<file path="config.mk">
export PLATFORM = sky130hd
export DESIGN_NAME = sfr_link
export DESIGN_NICKNAME = d
export VERILOG_FILES = /design/src/hw/sfr_fifo.v /design/src/hw/sfr_link.v
export VERILOG_INCLUDE_DIRS = /design/src /design/src/common
export SDC_FILE = /design/constraint.sdc
export NUM_CORES = 1
export LEC_CHECK = 0
export BUFFER_PORTS_ARGS = -buffer_cell sky130_fd_sc_hd__buf_2
export CAP_MARGIN = 20
export CORE_UTILIZATION = 55
export CTS_BUF_LIST = sky130_fd_sc_hd__clkbuf_2
export CTS_CLUSTER_DIAMETER = 30
export DETAILED_ROUTE_END_ITERATION = 8
export HOLD_SLACK_MARGIN = 0.08
export PLACE_DENSITY = 0.73
export SETUP_SLACK_MARGIN = 0.5
export SYNTH_ARGS = -nofsm -noshare
export SYNTH_HDL_FRONTEND = slang
export SYNTH_HIERARCHICAL = 1
export SYNTH_SLANG_ARGS = --single-unit
</file>
<file path="constraint.sdc">
create_clock -name mclk_in -period 11.22 [get_ports mclk_in]
set_clock_uncertainty 0.05 [all_clocks]
set_input_delay 0 -clock mclk_in [delete_from_list [all_inputs] [get_ports mclk_in]]
set_output_delay 0 -clock mclk_in [all_outputs]
set_load 0.01 [all_outputs]
</file>
<file path="src/common/sfr_regs.vh">
// constants for the serial frame read-reply and broadcast block
// Overview of operation
// - control high nibble is address; broadcast low nibble zero
// - reply length byte echoes count, zero reported one
// - reply words go least significant byte first
// - reply words from consecutive addresses, start onward
// - broadcast write is performed only on a good checksum, never answered
// - serial bytes shift least significant bit first
`ifndef SFR_REGS_VH
`define SFR_REGS_VH
// =============================================================
// frame bytes
`define SFR_HEAD_BYTE      8'hfe
`define SFR_CHK_OFFSET     8'h33
`define SFR_CTL_READ       4'h1
`define SFR_CTL_BCAST      4'h0
`define SFR_BCAST_LEN      4'h8
`define SFR_BCAST_LAST     4'h7
`define SFR_BITS_LAST      4'h7
// =============================================================
// bit and byte positions within a frame
`define SFR_RX_START_IDX   4'hf
`define SFR_RX_STOP_IDX    4'h8
`define SFR_TX_DONE_IDX    4'h9
`define SFR_IDX_HEAD       4'h0
`define SFR_IDX_CTL        4'h1
`define SFR_IDX_ADDR       4'h2
`define SFR_IDX_D0         4'h3
`define SFR_IDX_D1         4'h4
`define SFR_IDX_D2         4'h5
`define SFR_IDX_D3         4'h6
// =============================================================
// fifo sizing
`define SFR_FIFO_DEPTH     16
`define SFR_FIFO_AW        4
// =============================================================
// default bit period in clock cycles
`define SFR_BIT_CYCLES     16'd2170
`endif

</file>
<file path="src/hw/sfr_fifo.v">
// parameterised valid/ready fifo for reply bytes
`timescale 1ns/1ps
module sfr_fifo #(
  parameter WIDTH = 8,
  parameter DEPTH = 16,
  parameter AW    = 4
) (
  input  wire             mclk_in,
  input  wire             reset_n_in,
  input  wire [WIDTH-1:0] wr_data_in,
  input  wire             wr_valid_in,
  output wire             wr_ready_out,
  output wire [WIDTH-1:0] rd_data_out,
  output wire             rd_valid_out,
  input  wire             rd_ready_in
);
  // =============================================================
  // storage and pointers, one extra pointer bit tells full from empty
  reg [WIDTH-1:0] mem [0:DEPTH-1];
  reg [AW:0]      wr_ptr_ff;
  reg [AW:0]      rd_ptr_ff;
  wire            full  = (wr_ptr_ff[AW] != rd_ptr_ff[AW]) &&
                          (wr_ptr_ff[AW-1:0] == rd_ptr_ff[AW-1:0]);
  wire            empty = (wr_ptr_ff == rd_ptr_ff);
  wire            do_wr = wr_valid_in && !full;
  wire            do_rd = rd_ready_in && !empty;
  assign wr_ready_out = !full;
  assign rd_valid_out = !empty;
  assign rd_data_out  = mem[rd_ptr_ff[AW-1:0]];
  // =============================================================
  // pointer update
  always @(posedge mclk_in or negedge reset_n_in) begin
    if (!reset_n_in) begin
      wr_ptr_ff <= {(AW+1){1'b0}};
      rd_ptr_ff <= {(AW+1){1'b0}};
    end else begin
      if (do_wr)
        wr_ptr_ff <= wr_ptr_ff + 1'b1;
      if (do_rd)
        rd_ptr_ff <= rd_ptr_ff + 1'b1;
    end
  end
  // memory write, no reset needed on data
  always @(posedge mclk_in) begin
    if (do_wr)
      mem[wr_ptr_ff[AW-1:0]] <= wr_data_in;
  end
endmodule

</file>
<file path="src/hw/sfr_link.v">
// serial link frame engine: read reply and broadcast write
`timescale 1ns/1ps
`include "sfr_regs.vh"
module sfr_link #(
  parameter [15:0] BIT_CYCLES = `SFR_BIT_CYCLES
) (
  input  wire        mclk_in,
  input  wire        reset_n_in,
  input  wire        rx_in,
  output reg         tx_out,
  // read request from the request decoder
  input  wire        rd_req_in,
  input  wire [11:0] rd_addr_in,
  input  wire [7:0]  rd_count_in,
  output reg         rd_busy_out,
  // register file read port
  output reg         reg_rd_out,
  output reg  [11:0] reg_rd_addr_out,
  input  wire [31:0] reg_rd_data_in,
  // register file write port for broadcast writes
  output reg         reg_wr_out,
  output reg  [11:0] reg_wr_addr_out,
  output reg  [31:0] reg_wr_data_out,
  output reg         frame_err_out
);
  // =============================================================
  // shared helpers
  function [7:0] chk_of(input [7:0] sum);
    chk_of = (~sum) + `SFR_CHK_OFFSET;
  endfunction
  // =============================================================
  // rx synchroniser and byte receiver
  reg        rx_s1_ff;
  reg        rx_s2_ff;
  reg [15:0] rx_cnt_ff;
  reg [3:0]  rx_bit_ff;
  reg [7:0]  rx_sh_ff;
  reg        rx_act_ff;
  reg        rx_stb_ff;
  always @(posedge mclk_in or negedge reset_n_in) begin
    if (!reset_n_in) begin
      rx_s1_ff  <= 1'b1;
      rx_s2_ff  <= 1'b1;
      rx_cnt_ff <= 16'h0000;
      rx_bit_ff <= 4'h0;
      rx_sh_ff  <= 8'h00;
      rx_act_ff <= 1'b0;
      rx_stb_ff <= 1'b0;
    end else begin
      rx_s1_ff  <= rx_in;
      rx_s2_ff  <= rx_s1_ff;
      rx_stb_ff <= 1'b0;
      if (!rx_act_ff) begin
        // start bit seen: wait half a bit to centre sampling
        if (!rx_s2_ff) begin
          rx_act_ff <= 1'b1;
          rx_cnt_ff <= {1'b0, BIT_CYCLES[15:1]};
          rx_bit_ff <= `SFR_RX_START_IDX;
        end
      end else if (rx_cnt_ff != 16'h0000) begin
        rx_cnt_ff <= rx_cnt_ff - 16'h0001;
      end else begin
        rx_cnt_ff <= BIT_CYCLES - 16'h0001;
        if (rx_bit_ff == `SFR_RX_START_IDX) begin
          // false start filter: line back high at centre
          if (rx_s2_ff)
            rx_act_ff <= 1'b0;
          rx_bit_ff <= 4'h0;
        end else if (rx_bit_ff == `SFR_RX_STOP_IDX) begin
          rx_act_ff <= 1'b0;
          rx_stb_ff <= 1'b1;
        end else begin
          rx_sh_ff  <= {rx_s2_ff, rx_sh_ff[7:1]};
          rx_bit_ff <= rx_bit_ff + 4'h1;
        end
      end
    end
  end
  // =============================================================
  // broadcast frame collector
  reg [3:0]  bc_idx_ff;
  reg [7:0]  bc_sum_ff;
  reg [11:0] bc_addr_ff;
  reg [31:0] bc_data_ff;
  always @(posedge mclk_in or negedge reset_n_in) begin
    if (!reset_n_in) begin
      bc_idx_ff       <= 4'h0;
      bc_sum_ff       <= 8'h00;
      bc_addr_ff      <= 12'h000;
      bc_data_ff      <= 32'h00000000;
      reg_wr_out      <= 1'b0;
      reg_wr_addr_out <= 12'h000;
      reg_wr_data_out <= 32'h00000000;
      frame_err_out   <= 1'b0;
    end else begin
      reg_wr_out    <= 1'b0;
      frame_err_out <= 1'b0;
      if (rx_stb_ff) begin
        bc_sum_ff <= bc_sum_ff + rx_sh_ff;
        bc_idx_ff <= bc_idx_ff + 4'h1;
        case (bc_idx_ff)
          `SFR_IDX_HEAD: begin
            // resync until a head byte arrives
            bc_sum_ff <= rx_sh_ff;
            if (rx_sh_ff != `SFR_HEAD_BYTE)
              bc_idx_ff <= 4'h0;
          end
          `SFR_IDX_CTL: begin
            bc_addr_ff[11:8] <= rx_sh_ff[7:4];
            // other control codes belong to other frame handlers
            if (rx_sh_ff[3:0] != `SFR_CTL_BCAST)
              bc_idx_ff <= 4'h0;
          end
          `SFR_IDX_ADDR: bc_addr_ff[7:0]   <= rx_sh_ff;
          `SFR_IDX_D0:   bc_data_ff[7:0]   <= rx_sh_ff;
          `SFR_IDX_D1:   bc_data_ff[15:8]  <= rx_sh_ff;
          `SFR_IDX_D2:   bc_data_ff[23:16] <= rx_sh_ff;
          `SFR_IDX_D3:   bc_data_ff[31:24] <= rx_sh_ff;
          `SFR_BCAST_LAST: begin
            // eighth byte closes the frame; no reply is ever queued
            bc_idx_ff <= 4'h0;
            if (rx_sh_ff == chk_of(bc_sum_ff)) begin
              reg_wr_out      <= 1'b1;
              reg_wr_addr_out <= bc_addr_ff;
              reg_wr_data_out <= bc_data_ff;
            end else begin
              frame_err_out <= 1'b1;
            end
          end
          default: bc_idx_ff <= 4'h0;
        endcase
      end
    end
  end
  // =============================================================
  // reply builder: fills the fifo with the reply frame
  localparam RB_IDLE = 3'd0;
  localparam RB_HEAD = 3'd1;
  localparam RB_CTL  = 3'd2;
  localparam RB_LEN  = 3'd3;
  localparam RB_FTCH = 3'd4;
  localparam RB_DATA = 3'd5;
  localparam RB_CHK  = 3'd6;
  localparam RB_WAIT = 3'd7;
  reg [2:0]  rb_st_ff;
  reg [11:0] rb_addr_ff;
  reg [7:0]  rb_left_ff;
  reg [7:0]  rb_len_ff;
  reg [1:0]  rb_lane_ff;
  reg [31:0] rb_word_ff;
  reg [7:0]  rb_sum_ff;
  reg [7:0]  fi_data;
  reg        fi_valid;
  wire       fi_ready;
  wire [7:0] fo_data;
  wire       fo_valid;
  wire       fo_ready;
  // byte offered to the fifo; idle, fetch and drain states offer nothing
  always @* begin
    fi_valid = (rb_st_ff != RB_IDLE) && (rb_st_ff != RB_FTCH) && (rb_st_ff != RB_WAIT);
    case (rb_st_ff)
      RB_HEAD: fi_data = `SFR_HEAD_BYTE;
      RB_CTL:  fi_data = {rb_addr_ff[11:8], `SFR_CTL_READ};
      RB_LEN:  fi_data = rb_len_ff;
      RB_DATA: fi_data = rb_word_ff[7:0];
      RB_CHK:  fi_data = chk_of(rb_sum_ff);
      default: fi_data = 8'h00;
    endcase
  end
  // sequencing; each accepted byte joins the running sum
  always @(posedge mclk_in or negedge reset_n_in) begin
    if (!reset_n_in) begin
      rb_st_ff        <= RB_IDLE;
      rb_addr_ff      <= 12'h000;
      rb_left_ff      <= 8'h00;
      rb_len_ff       <= 8'h00;
      rb_lane_ff      <= 2'b00;
      rb_word_ff      <= 32'h00000000;
      rb_sum_ff       <= 8'h00;
      rd_busy_out     <= 1'b0;
      reg_rd_out      <= 1'b0;
      reg_rd_addr_out <= 12'h000;
    end else begin
      reg_rd_out <= 1'b0;
      if (fi_valid && fi_ready)
        rb_sum_ff <= rb_sum_ff + fi_data;
      case (rb_st_ff)
        RB_IDLE: begin
          rb_sum_ff <= 8'h00;
          if (rd_req_in) begin
            // zero count means one word; 255 is the upper bound
            rb_len_ff   <= (rd_count_in == 8'h00) ? 8'h01 : rd_count_in;
            rb_left_ff  <= (rd_count_in == 8'h00) ? 8'h01 : rd_count_in;
            rb_addr_ff  <= rd_addr_in;
            rd_busy_out <= 1'b1;
            rb_st_ff    <= RB_HEAD;
          end
        end
        RB_HEAD: if (fi_ready) rb_st_ff <= RB_CTL;
        RB_CTL:  if (fi_ready) rb_st_ff <= RB_LEN;
        RB_LEN: begin
          if (fi_ready) begin
            reg_rd_out      <= 1'b1;
            reg_rd_addr_out <= rb_addr_ff;
            rb_st_ff        <= RB_FTCH;
          end
        end
        RB_FTCH: begin
          // register file answers one cycle after the strobe
          if (!reg_rd_out) begin
            rb_word_ff <= reg_rd_data_in;
            rb_lane_ff <= 2'b00;
            rb_st_ff   <= RB_DATA;
          end
        end
        RB_DATA: begin
          if (fi_ready) begin
            rb_word_ff <= {8'h00, rb_word_ff[31:8]};
            rb_lane_ff <= rb_lane_ff + 2'b01;
            if (rb_lane_ff == 2'b11) begin
              rb_left_ff <= rb_left_ff - 8'h01;
              if (rb_left_ff == 8'h01) begin
                rb_st_ff <= RB_CHK;
              end else begin
                rb_addr_ff      <= rb_addr_ff + 12'h001;
                reg_rd_out      <= 1'b1;
                reg_rd_addr_out <= rb_addr_ff + 12'h001;
                rb_st_ff        <= RB_FTCH;
              end
            end
          end
        end
        RB_CHK: if (fi_ready) rb_st_ff <= RB_WAIT;
        RB_WAIT: begin
          // hold busy until the fifo is drained and the transmitter is idle
          if (!fo_valid && fo_ready) begin
            rd_busy_out <= 1'b0;
            rb_st_ff    <= RB_IDLE;
          end
        end
        default: rb_st_ff <= RB_IDLE;
      endcase
    end
  end
  // =============================================================
  // reply byte buffer; the transmitter stalls the builder through it
  sfr_fifo #(
    .WIDTH (8),
    .DEPTH (`SFR_FIFO_DEPTH),
    .AW    (`SFR_FIFO_AW)
  ) u_fifo (
    .mclk_in      (mclk_in),
    .reset_n_in   (reset_n_in),
    .wr_data_in   (fi_data),
    .wr_valid_in  (fi_valid),
    .wr_ready_out (fi_ready),
    .rd_data_out  (fo_data),
    .rd_valid_out (fo_valid),
    .rd_ready_in  (fo_ready)
  );
  // =============================================================
  // byte transmitter: start, eight data lsb first, stop
  reg [15:0] tx_cnt_ff;
  reg [3:0]  tx_bit_ff;
  reg [8:0]  tx_sh_ff;
  reg        tx_act_ff;
  assign fo_ready = !tx_act_ff;
  always @(posedge mclk_in or negedge reset_n_in) begin
    if (!reset_n_in) begin
      tx_out    <= 1'b1;
      tx_cnt_ff <= 16'h0000;
      tx_bit_ff <= 4'h0;
      tx_sh_ff  <= 9'h1ff;
      tx_act_ff <= 1'b0;
    end else if (!tx_act_ff) begin
      tx_out <= 1'b1;
      if (fo_valid) begin
        tx_act_ff <= 1'b1;
        tx_out    <= 1'b0;
        tx_sh_ff  <= {1'b1, fo_data};
        tx_cnt_ff <= BIT_CYCLES - 16'h0001;
        tx_bit_ff <= 4'h0;
      end
    end else if (tx_cnt_ff != 16'h0000) begin
      tx_cnt_ff <= tx_cnt_ff - 16'h0001;
    end else begin
      tx_cnt_ff <= BIT_CYCLES - 16'h0001;
      if (tx_bit_ff == `SFR_TX_DONE_IDX) begin
        tx_act_ff <= 1'b0;
      end else begin
        tx_out    <= tx_sh_ff[0];
        tx_sh_ff  <= {1'b1, tx_sh_ff[8:1]};
        tx_bit_ff <= tx_bit_ff + 4'h1;
      end
    end
  end
endmodule

</file>
After elaboration in Yosys (flattened, before gate mapping). Memory sizes are Yosys's and may differ from the RTL's. Cells that the tools add are included.

Register bits: 262. Memory bits (writable): 128. Bits of input ports: 56. Output and inout port bits: 61. Logic and storage cells: 226. Memories kept: 1.

Add/subtract/negate cells: 14. Eq/ne operators: 42. Multiplexer cells: 88. Bitwise gates (word level): 5. Reduce and logical (&&, ||, !) cells: 40.

Memory list: u_fifo.mem (depth 16, bits a word 8, read ports 1, clocked after memory_dff 0, write ports 1, RTL line sfr_fifo.v:19) `reg [WIDTH-1:0] mem [0:DEPTH-1];`.

Operators by type and width (count): 16-bit 2-to-1 mux (6); 32-bit 2-to-1 mux (2); 32-bit case mux with 2 select lines (1); 12-bit 2-to-1 mux (5); 8-bit 2-to-1 mux (7); 12-bit case mux with 2 select lines (2); 4-bit 2-to-1 mux (11); 8-bit case mux with 5 select lines (1); 9-bit 2-to-1 mux (4); 16-bit nonzero test (2); 16-bit by 1-bit subtractor with 16-bit output (second input constant) (2); 1-bit 2-to-1 mux (31); 2-bit inequality test (second input constant) (14); 3-bit 2-to-1 mux (9); 3-bit case mux with 8 select lines (1); 8-bit by 6-bit adder with 8-bit output (second input constant) (2); 8-bit adder (2); 4-bit by 3-bit equality test with 1-bit output (second input constant) (4); 8-bit inverter (2); 8-bit case mux with 2 select lines (1); 2-bit AND reduction (8); 3-bit AND reduction (5); 12-bit by 1-bit adder with 12-bit output (second input constant) (1); 4-bit by 1-bit adder with 4-bit output (second input constant) (3); 35 further kinds (63).

Logic depth before layout (Yosys ltp). Gate-level depths: netlist of the first run.

Word-level depth: 6. Gate-level depth with buffers: 15. Depth with buffers taken out: 14.

Modules after synthesis. The synthesis of the first run kept the hierarchy.

By module, submodules not included: sfr_link (times used 1, cells each 1218, area an instance 12729.7 um2, seq. area each 6294.8 um2); sfr_fifo (times used 1, cells each 293, area an instance 5688.0 um2, seq. area each 4093.9 um2).

Least setup slack after synthesis of the first run. Ideal clock, no wire load.

Kind: reg2reg. Start: register rb_st_ff[1]. End: register rb_sum_ff[7]. Setup time: 79 ps. Arrival: 3525 ps. Required time: 11091 ps. Setup slack: 7566 ps. Cell stages (with the launch flop): 14. Path buffers: 3. Clock period less this slack: 3654 ps. Path through: dfrtp_1 -> clkbuf_1 -> clkbuf_1 -> clkbuf_1 -> a21oi_1 -> o21ai_0 -> o21ai_0 -> ha_1 -> a211oi_1 -> nor2_1 -> o41a_1 -> or3_1 -> mux2i_1 -> mux2i_1.

Longest elaborated chain between the ends: 5. Elaborated cells between the ends (all ways): 17. Those cells by class: 1 x add/sub; 7 x eq/ne; 3 x mux; 6 x reduce/logical.

RTL lines: from (decl) (RTL line sfr_link.v:145) `reg [2:0] rb_st_ff;`; from (signal assigned) (RTL line sfr_link.v:173) `rb_st_ff <= RB_IDLE;`; from (signal assigned) (RTL line sfr_link.v:196) `rb_st_ff <= RB_HEAD;`; from (signal assigned) (RTL line sfr_link.v:199) `RB_HEAD: if (fi_ready) rb_st_ff <= RB_CTL;`; 3-bit equality test, or another cell as far along; 8-bit case mux with 5 select lines (*) (RTL line sfr_link.v:161) `case (rb_st_ff)`; named net fi_data[1] (RTL line sfr_link.v:152) `reg [7:0] fi_data;`; 8-bit adder (*) (RTL line sfr_link.v:186) `rb_sum_ff <= rb_sum_ff + fi_data;`; 8-bit 2-to-1 mux (*) (RTL line sfr_link.v:185) `if (fi_valid && fi_ready)`; 8-bit 2-to-1 mux (*) (RTL line sfr_link.v:187) `case (rb_st_ff)`; to (signal assigned) (RTL line sfr_link.v:186); to (decl) (RTL line sfr_link.v:151) `reg [7:0] rb_sum_ff;`.

Mark *: on every way through the listed nets, which the timed path passes. The rest lies on a longest branch. The select of a mux whose other input is x is not followed. A chain may end at the register's enable or synchronous reset.

Worst setup path after layout of the first run.
Start: register u_fifo.rd_ptr_ff[1]. End: register rb_addr_ff[2].

Longest elaborated chain between the ends: 4.

RTL lines: from (decl) (RTL line sfr_fifo.v:21) `reg [AW:0] rd_ptr_ff;`; from (signal assigned) (RTL line sfr_fifo.v:35) `rd_ptr_ff <= {(AW+1){1'b0}};`; from (signal assigned) (RTL line sfr_fifo.v:40) `rd_ptr_ff <= rd_ptr_ff + 1'b1;`; 4-bit equality test (RTL line sfr_fifo.v:23) `(wr_ptr_ff[AW-1:0] == rd_ptr_ff[AW-1:0]);`; 1-bit logical AND (RTL line sfr_fifo.v:22) `wire full = (wr_ptr_ff[AW] != rd_ptr_ff[AW]) &&`; 2-bit inequality test (no source line); 5-bit AND reduction (no source line); to (signal assigned) (RTL line sfr_link.v:194) `rb_addr_ff <= rd_addr_in;`; to (signal assigned) (RTL line sfr_link.v:225) `rb_addr_ff <= rb_addr_ff + 12'h001;`; to (decl) (RTL line sfr_link.v:146) `reg [11:0] rb_addr_ff;`.

Every way passes these cells.

==> results of run 1 <==
metal layers:
metal / wire [um] / global-route usage
met5: 0 / 0
met4: 1300 / 0.109
met3: 2300 / 0.0560
met2: 21100 / 0.422
met1: 18000 / 0.327
power by group through the flow:
| stage | Clock (mW) | Combinational (mW) | Sequential, mW |
|---|---|---|---|
| finish | 1.17 | 1.42 | 2.14 |
| global route | 1.27 | 1.57 | 2.18 |
| floorplan | 0 | 1.01 | 2.08 |
| CTS | 1.20 | 1.39 | 2.14 |
| detailed placement | 0 | 1.33 | 2.16 |
| global placement | 0 | 1.28 | 2.15 |
cell type report:
type / instances / area [um^2]
antenna: 3 / 7.51
clock inverter: 47 / 428
timing repair buffer: 257 / 1990
multi-input combinational: 1005 / 7460
sequential: 389 / 10400
tap: 442 / 553
inverter: 35 / 131
clock buffer: 146 / 731
fill: 2452 / 11000
Yosys cell counts (11+ instances only):
master	n	area (um^2)
a21oi_1	84	420
a32oi_1	11	96.3
clkbuf_1	58	218
dfrtp_1	250	6260
dfstp_2	11	289
edfxtp_1	128	3840
ha_1	37	463
inv_1	34	128
mux2_2	72	811
mux2_4	40	601
mux2i_1	66	661
mux4_2	20	450
nand2_1	109	409
nand2b_1	21	131
nand3_1	25	125
nor2_1	101	379
nor2b_1	21	131
nor3_1	29	145
o21ai_0	131	656
o21ai_1	12	60.1
o22ai_1	17	106
xnor2_1	31	272
xor2_1	13	114
worst min-delay path, stage by stage:
cell	delay (ns)
dlygate4sd3_1	0.55
buf_2	0.16
nand2_1	0.35
a21o_1	0.18
worst paths after layout:
kind	end	depth (start not counted)	slack (ns)	startpoint
max	rb_addr_ff[2]$_DFFE_PN0P_	10	7.11	u_fifo/rd_ptr_ff[1]$_DFFE_PN0P_
min	rb_len_ff[0]$_DFFE_PN0P_	4	0.27	rd_req_in
max reg2reg	rb_addr_ff[2]$_DFFE_PN0P_	10	7.11	u_fifo/rd_ptr_ff[1]$_DFFE_PN0P_
min reg2reg	rx_s2_ff$_DFF_PN1_	0	0.30	rx_s1_ff$_DFF_PN1_
max in group asynchronous	rb_addr_ff[11]$_DFFE_PN0P_	6	8.64	reset_n_in
min in group asynchronous	tx_out$_DFFE_PN1P_	4	0.71	reset_n_in
through the flow:
step	util	power (mW)	cells
after global placement	0.588	3.43	2003
after global routing	0.663	5.02	2323
final	0.663	4.73	2324
after CTS	0.662	4.72	2319
after detailed placement	0.588	3.49	2003
after floorplan	-	3.09	1511
flip-flops by register name, summed over array words and instances (netlist names), 12 cells and up:
register,count
bc_data_ff,32
reg_wr_addr_out,12
reg_wr_data_out,32
reg_rd_addr_out,12
bc_addr_ff,12
rb_word_ff,32
rx_cnt_ff,16
tx_cnt_ff,16
rb_addr_ff,12
u_fifo/mem,128
cell families after synthesis:
| kind of cell | count (synthesis) |
|---|---|
| flip-flops | 389 |
| multiplexers | 203 |
| AND/OR/NAND/NOR | 372 |
| XOR/XNOR | 48 |
| AO/OA/AOI/OAI | 343 |
| buffers and inverters | 117 |
| adder cells (fa/ha/maj) | 39 |
what timing repair did:
item | in CTS | in global routing
gates resized for setup | 0 | 0
buffers inserted | 0 | 0
hold endpoints to repair | 253 | 0
hold buffers | 123 | 0
==> impl_results.md, run 1 <==
- Syn Nets: 1606
- Final setup fails: 0
- Final slew viol count: 0
- Core area: roughly 33000 um^2
- Slew @ Worst Pin: 1.03 ns
- Synth Area in Compound Gates: 0.113
- Worst Path Required: 12.03 ns
- Rows: 66
- Worst vdd ir: 0.125 mV
- Family with the most delay on the worst path: simple AND/OR/NAND/NOR gates
- RSZ-0062 raised after global routing: no
- Die width: 185 um
- Buf/Inv on CP: 1
- GP Congestion: 0.863
- Kind of critical path: reg2reg
- Initial core utilization: 0.563
- Final period util: 0.367
- 1st-iter DRT viols: 896
- Synth unique cells: 79
- H-tree levels: 3
- Io pins: 117
- Most frequent CP cell: nand2b_1
- Worst Path Arrival: between 4 and 5 ns
- Synthesis Warnings: 6
- Vias per inst: 5.64
- CTS root buffer: clkbuf_2
- Vias post-DR: 13100
- XOR/XNOR Fraction of Synth Area: 0.0245
- Final hold violations: 0
- Synth-to-layout area growth: 17.8%
- FF+latch count, synth: 389
- Tot GR Track Use: 0.256
- Commonest non-fill, non-tap cell in the layout: dfrtp_1
- Die ar.: 34200 um^2
- Grt total ovfl: 0
- Clock slew at reported path FFs: 0.11 ns
- Post-DP Area: 19200 um^2
- P per Cell Area: between 200 and 250 nW/um^2
- Synth Area in Simple Gates: 0.0971
- Worst stage delay on the critical path: a little over 0.7 ns
- Seq pwr share: 0.454
- Hold WC Path Type: in2reg
- EDFF count, synth: 128
- Max Cap Viol: 0
- Final Critical Period: 4.11 ns
- Worst Slack Setup Final: between 7 and 8 ns
- Cell chain of the critical path: buf_4 -> xnor2_1 -> nand4_2 -> nand2b_1 -> nand4_1 -> a21o_1 -> nor3_1 -> nand2b_1 -> o21ai_0 -> a22o_1
- Per-cell routed wire length: approximately 18 um
- Most used DFF post-synth: dfrtp_1
- Combinational power share: 0.300
- TritonCTS clock tree: built
- Crit-path max FO: 44
- Largest family of logic cells by synthesized area: multiplexers
- Worst rel slew slack: 0.316
- Setup Total Neg Slack: 0 ns
- Max Root-Sink Buffers: 3
- P_sw: 1.69 mW
- Final instance area: 21700 um^2
- Vias in the first global route: 13200
- Net count, final: roughly 1900
- Post-synthesis sequential area ratio: 0.564
- Die Y: 185 um
- First-pass GRT wire length: 67.9 mm
- TritonRoute pass-1 iters: 5
- Post-DRT Antenna Nets: 0
- Leakage power: 9.37 nW
- Status: finished clean
- CTS Buf Count: 103
- Share of layout cells above drive strength 1: 0.254
- Most frequent cells in the layout: 249 x dfrtp_1, 146 x clkbuf_2, 130 x o21ai_0
- Pre-CTS setup slack: roughly 7 ns
- Post-route DRC: 0
- HPWL after DPL: 25.3 mm
- CP startpoint kind: register
- Internal Power: 3.04 mW
- Post-synth ARST share: 0.671
- Antenna violations before repair: 2
- PortBufs: 116
- Synth Cell Area: 18400 um^2
- Switch share: 0.357
- CP Capture Type: register
- Area share of fa/ha/maj cells after synthesis: 0.0273
- Later-pin clock latency in the skew report: 0.98 ns
- WL final: between 40 and 50 mm
- Crit path max-delay cell type: nand2b_1
- Achievable frequency: about 240 MHz
- WHS: roughly 0.27 ns
- Clk pwr share: 0.247
- Post-Syn Area per Cell: ~12 um^2
- Mapped Cells: 1511
- Sink Count: 389
- Mux cell area share after synthesis: 0.143
- Pin count of the biggest net entering global routing: between 100 and 150
Power figures use the tool's default switching activity.
==> run 2: changes to the inputs <==
clock period = 4.08 ns   (was 11.22 ns; I/O delays follow)
==> impl_results.md, run 2 (synthesis results as in run 1) <==
- WL final: about 43 mm
- PortBufs: 116
- Hold WC Path Type: in2async
- Die Y: ~180 um
- Final setup fails: 0
- Pin count of the biggest net entering global routing: 97
- HPWL after DPL: 26.3 mm
- GP Congestion: between 0.8 and 0.9
- Final slew viol count: 0
- Max Root-Sink Buffers: 3
- Final Critical Period: 3.34 ns
- Synth-to-layout area growth: 18.4%
- Per-cell routed wire length: 18.5 um
- CP Capture Type: register
- Post-route DRC: 0
- Most frequent cells in the layout: 248 x dfrtp_1, 141 x clkbuf_2, 130 x o21ai_0
- Worst vdd ir: around 0.41 mV
- Worst rel slew slack: 0.382
- Final period util: 0.820
- Status: finished clean
- Leakage power: 9.45 nW
- Worst Path Required: 4.94 ns
- Net count, final: 1911
- Crit-path max FO: 18
- Final hold violations: 0
- Core area: 32700 um^2
- Sink Count: roughly 390
- Max FFs per register: 128
- Crit path max-delay cell type: dlygate4sd3_1
- Slew @ Worst Pin: 0.924 ns
- First-pass GRT wire length: 68.9 mm
- CTS root buffer: clkbuf_2
- Fillers: roughly 2500
- Vias per inst: 5.69
- Max Cap Viol: 0
- Die ar.: 34200 um^2
- Tot GR Track Use: 0.261
- Cell chain of the critical path: xnor2_2 -> nand4_2 -> nand2b_1 -> nand4_1 -> a21o_2 -> nor3_1 -> nand2b_1 -> buf_4 -> a21oi_1 -> a21oi_1 -> dlygate4sd3_1
- Rows: 66
- Grt total ovfl: 0
- WHS: 0.169 ns
- Post-DRT Antenna Nets: 0
- Clock slew at reported path FFs: 0.13 ns
- Die width: approximately 180 um
- Kind of critical path: reg2reg
- Antenna violations before repair: 1
- H-tree levels: 3
- Vias post-DR: 13300
- Vias in the first global route: 13400
- Later-pin clock latency in the skew report: 0.98 ns
- Initial core utilization: 0.563
- CTS Buf Count: 99
- TritonRoute pass-1 iters: 5
- Achievable frequency: 299 MHz
- TritonCTS clock tree: built
- Share of layout cells above drive strength 1: 0.261
- P per Cell Area: 590 nW/um^2
- CP startpoint kind: register
- Worst Path Arrival: 4.20 ns
- RSZ-0062 raised after global routing: no
- Worst stage delay on the critical path: 0.56 ns
- Setup Total Neg Slack: 0 ns
- Commonest non-fill, non-tap cell in the layout: dfrtp_1
- 1st-iter DRT viols: approximately 930
- Io pins: 117
run 2: cell count changes in the layout (fill, tap and decap cells not counted), sizes merged:
| cell | change |
|---|---|
| clkinvlp | +2 |
| buf | +27 |
| clkinv | -4 |
| bufinv | -3 |
| clkbuf | -5 |
| inv | -1 |
| dlygate4sd3 | +2 |
| diode | -2 |
run 2: worst max-delay path, delay by kind of cell, from the launching register on:
family | cells | cell delay, ns
buffers and inverters | 2 | 0.84
AO/OA/AOI/OAI | 3 | 0.51
XOR/XNOR | 1 | 0.19
AND/OR/NAND/NOR | 5 | 1.14
flip-flops | 1 | 0.53
run 2: report_power, final:
group / total, mW / internal [mW] / switching, mW
sequential: 5.85 / 5.21 / 0.643
clock: 2.95 / 1.33 / 1.62
combinational: 4.08 / 1.71 / 2.36
run 2: path summary, 6_finish.rpt:
check | startpoint | end | slack (ns) | cells after the start
max in group asynchronous | reset_n_in | reg_wr_addr_out[2]$_DFFE_PN0P_ | 3.32 | 4
setup reg to reg | u_fifo/wr_ptr_ff[2]$_DFFE_PN0P_ | rb_addr_ff[8]$_DFFE_PN0P_ | 0.74 | 11
hold reg to reg | rx_s1_ff$_DFF_PN1_ | rx_s2_ff$_DFF_PN1_ | 0.31 | 0
setup / recovery | u_fifo/wr_ptr_ff[2]$_DFFE_PN0P_ | rb_addr_ff[8]$_DFFE_PN0P_ | 0.74 | 11
min in group mclk_in | rd_req_in | rb_len_ff[0]$_DFFE_PN0P_ | 0.22 | 4
hold / removal | reset_n_in | rb_word_ff[20]$_DFFE_PN0P_ | 0.17 | 4
run 2: per-layer routing:
layer	up-vias	global-route usage	routed length (um)
met5	-	0	0
met3	94	0.0570	2530
met2	433	0.436	21500
li1	6210	-	-
met4	0	0.107	1320
met1	6580	0.330	17900
run 2: repair_timing:
action / in CTS / in global routing
endpoints found under the hold margin: 327 / 0
hold buffers: 125 / 0
gates resized for setup: 0 / 2
buffers inserted: 0 / 0
endpoints found under the setup margin: 0 / 5
run 2: stage by stage:
step / setup WS, ns / total power [mW] / area, um^2 / utilization / cells
global placement: 0.878 / 9.53 / 19500 / 0.596 / 2032
detailed placement: 0.744 / 9.70 / 19500 / 0.596 / 2032
finish: 0.736 / 12.9 / 21800 / 0.667 / 2340
floorplan: 0.522 / 8.49 / 18400 / - / 1511
CTS: 0.652 / 12.8 / 21800 / 0.667 / 2339
global route: 0.555 / 13.7 / 21800 / 0.667 / 2340
run 2: layout make-up:
cell class	instances	area [um^2]	area share
Clock buffer	141	706	0.0324
Sequential cell	389	10400	0.476
Antenna cell	1	2.50	0.000115
Multi-Input combinational cell	1005	7460	0.342
Clock inverter	41	334	0.0153
Inverter	35	131	0.00602
Timing Repair Buffer	286	2230	0.102
Tap cell	442	553	0.0254
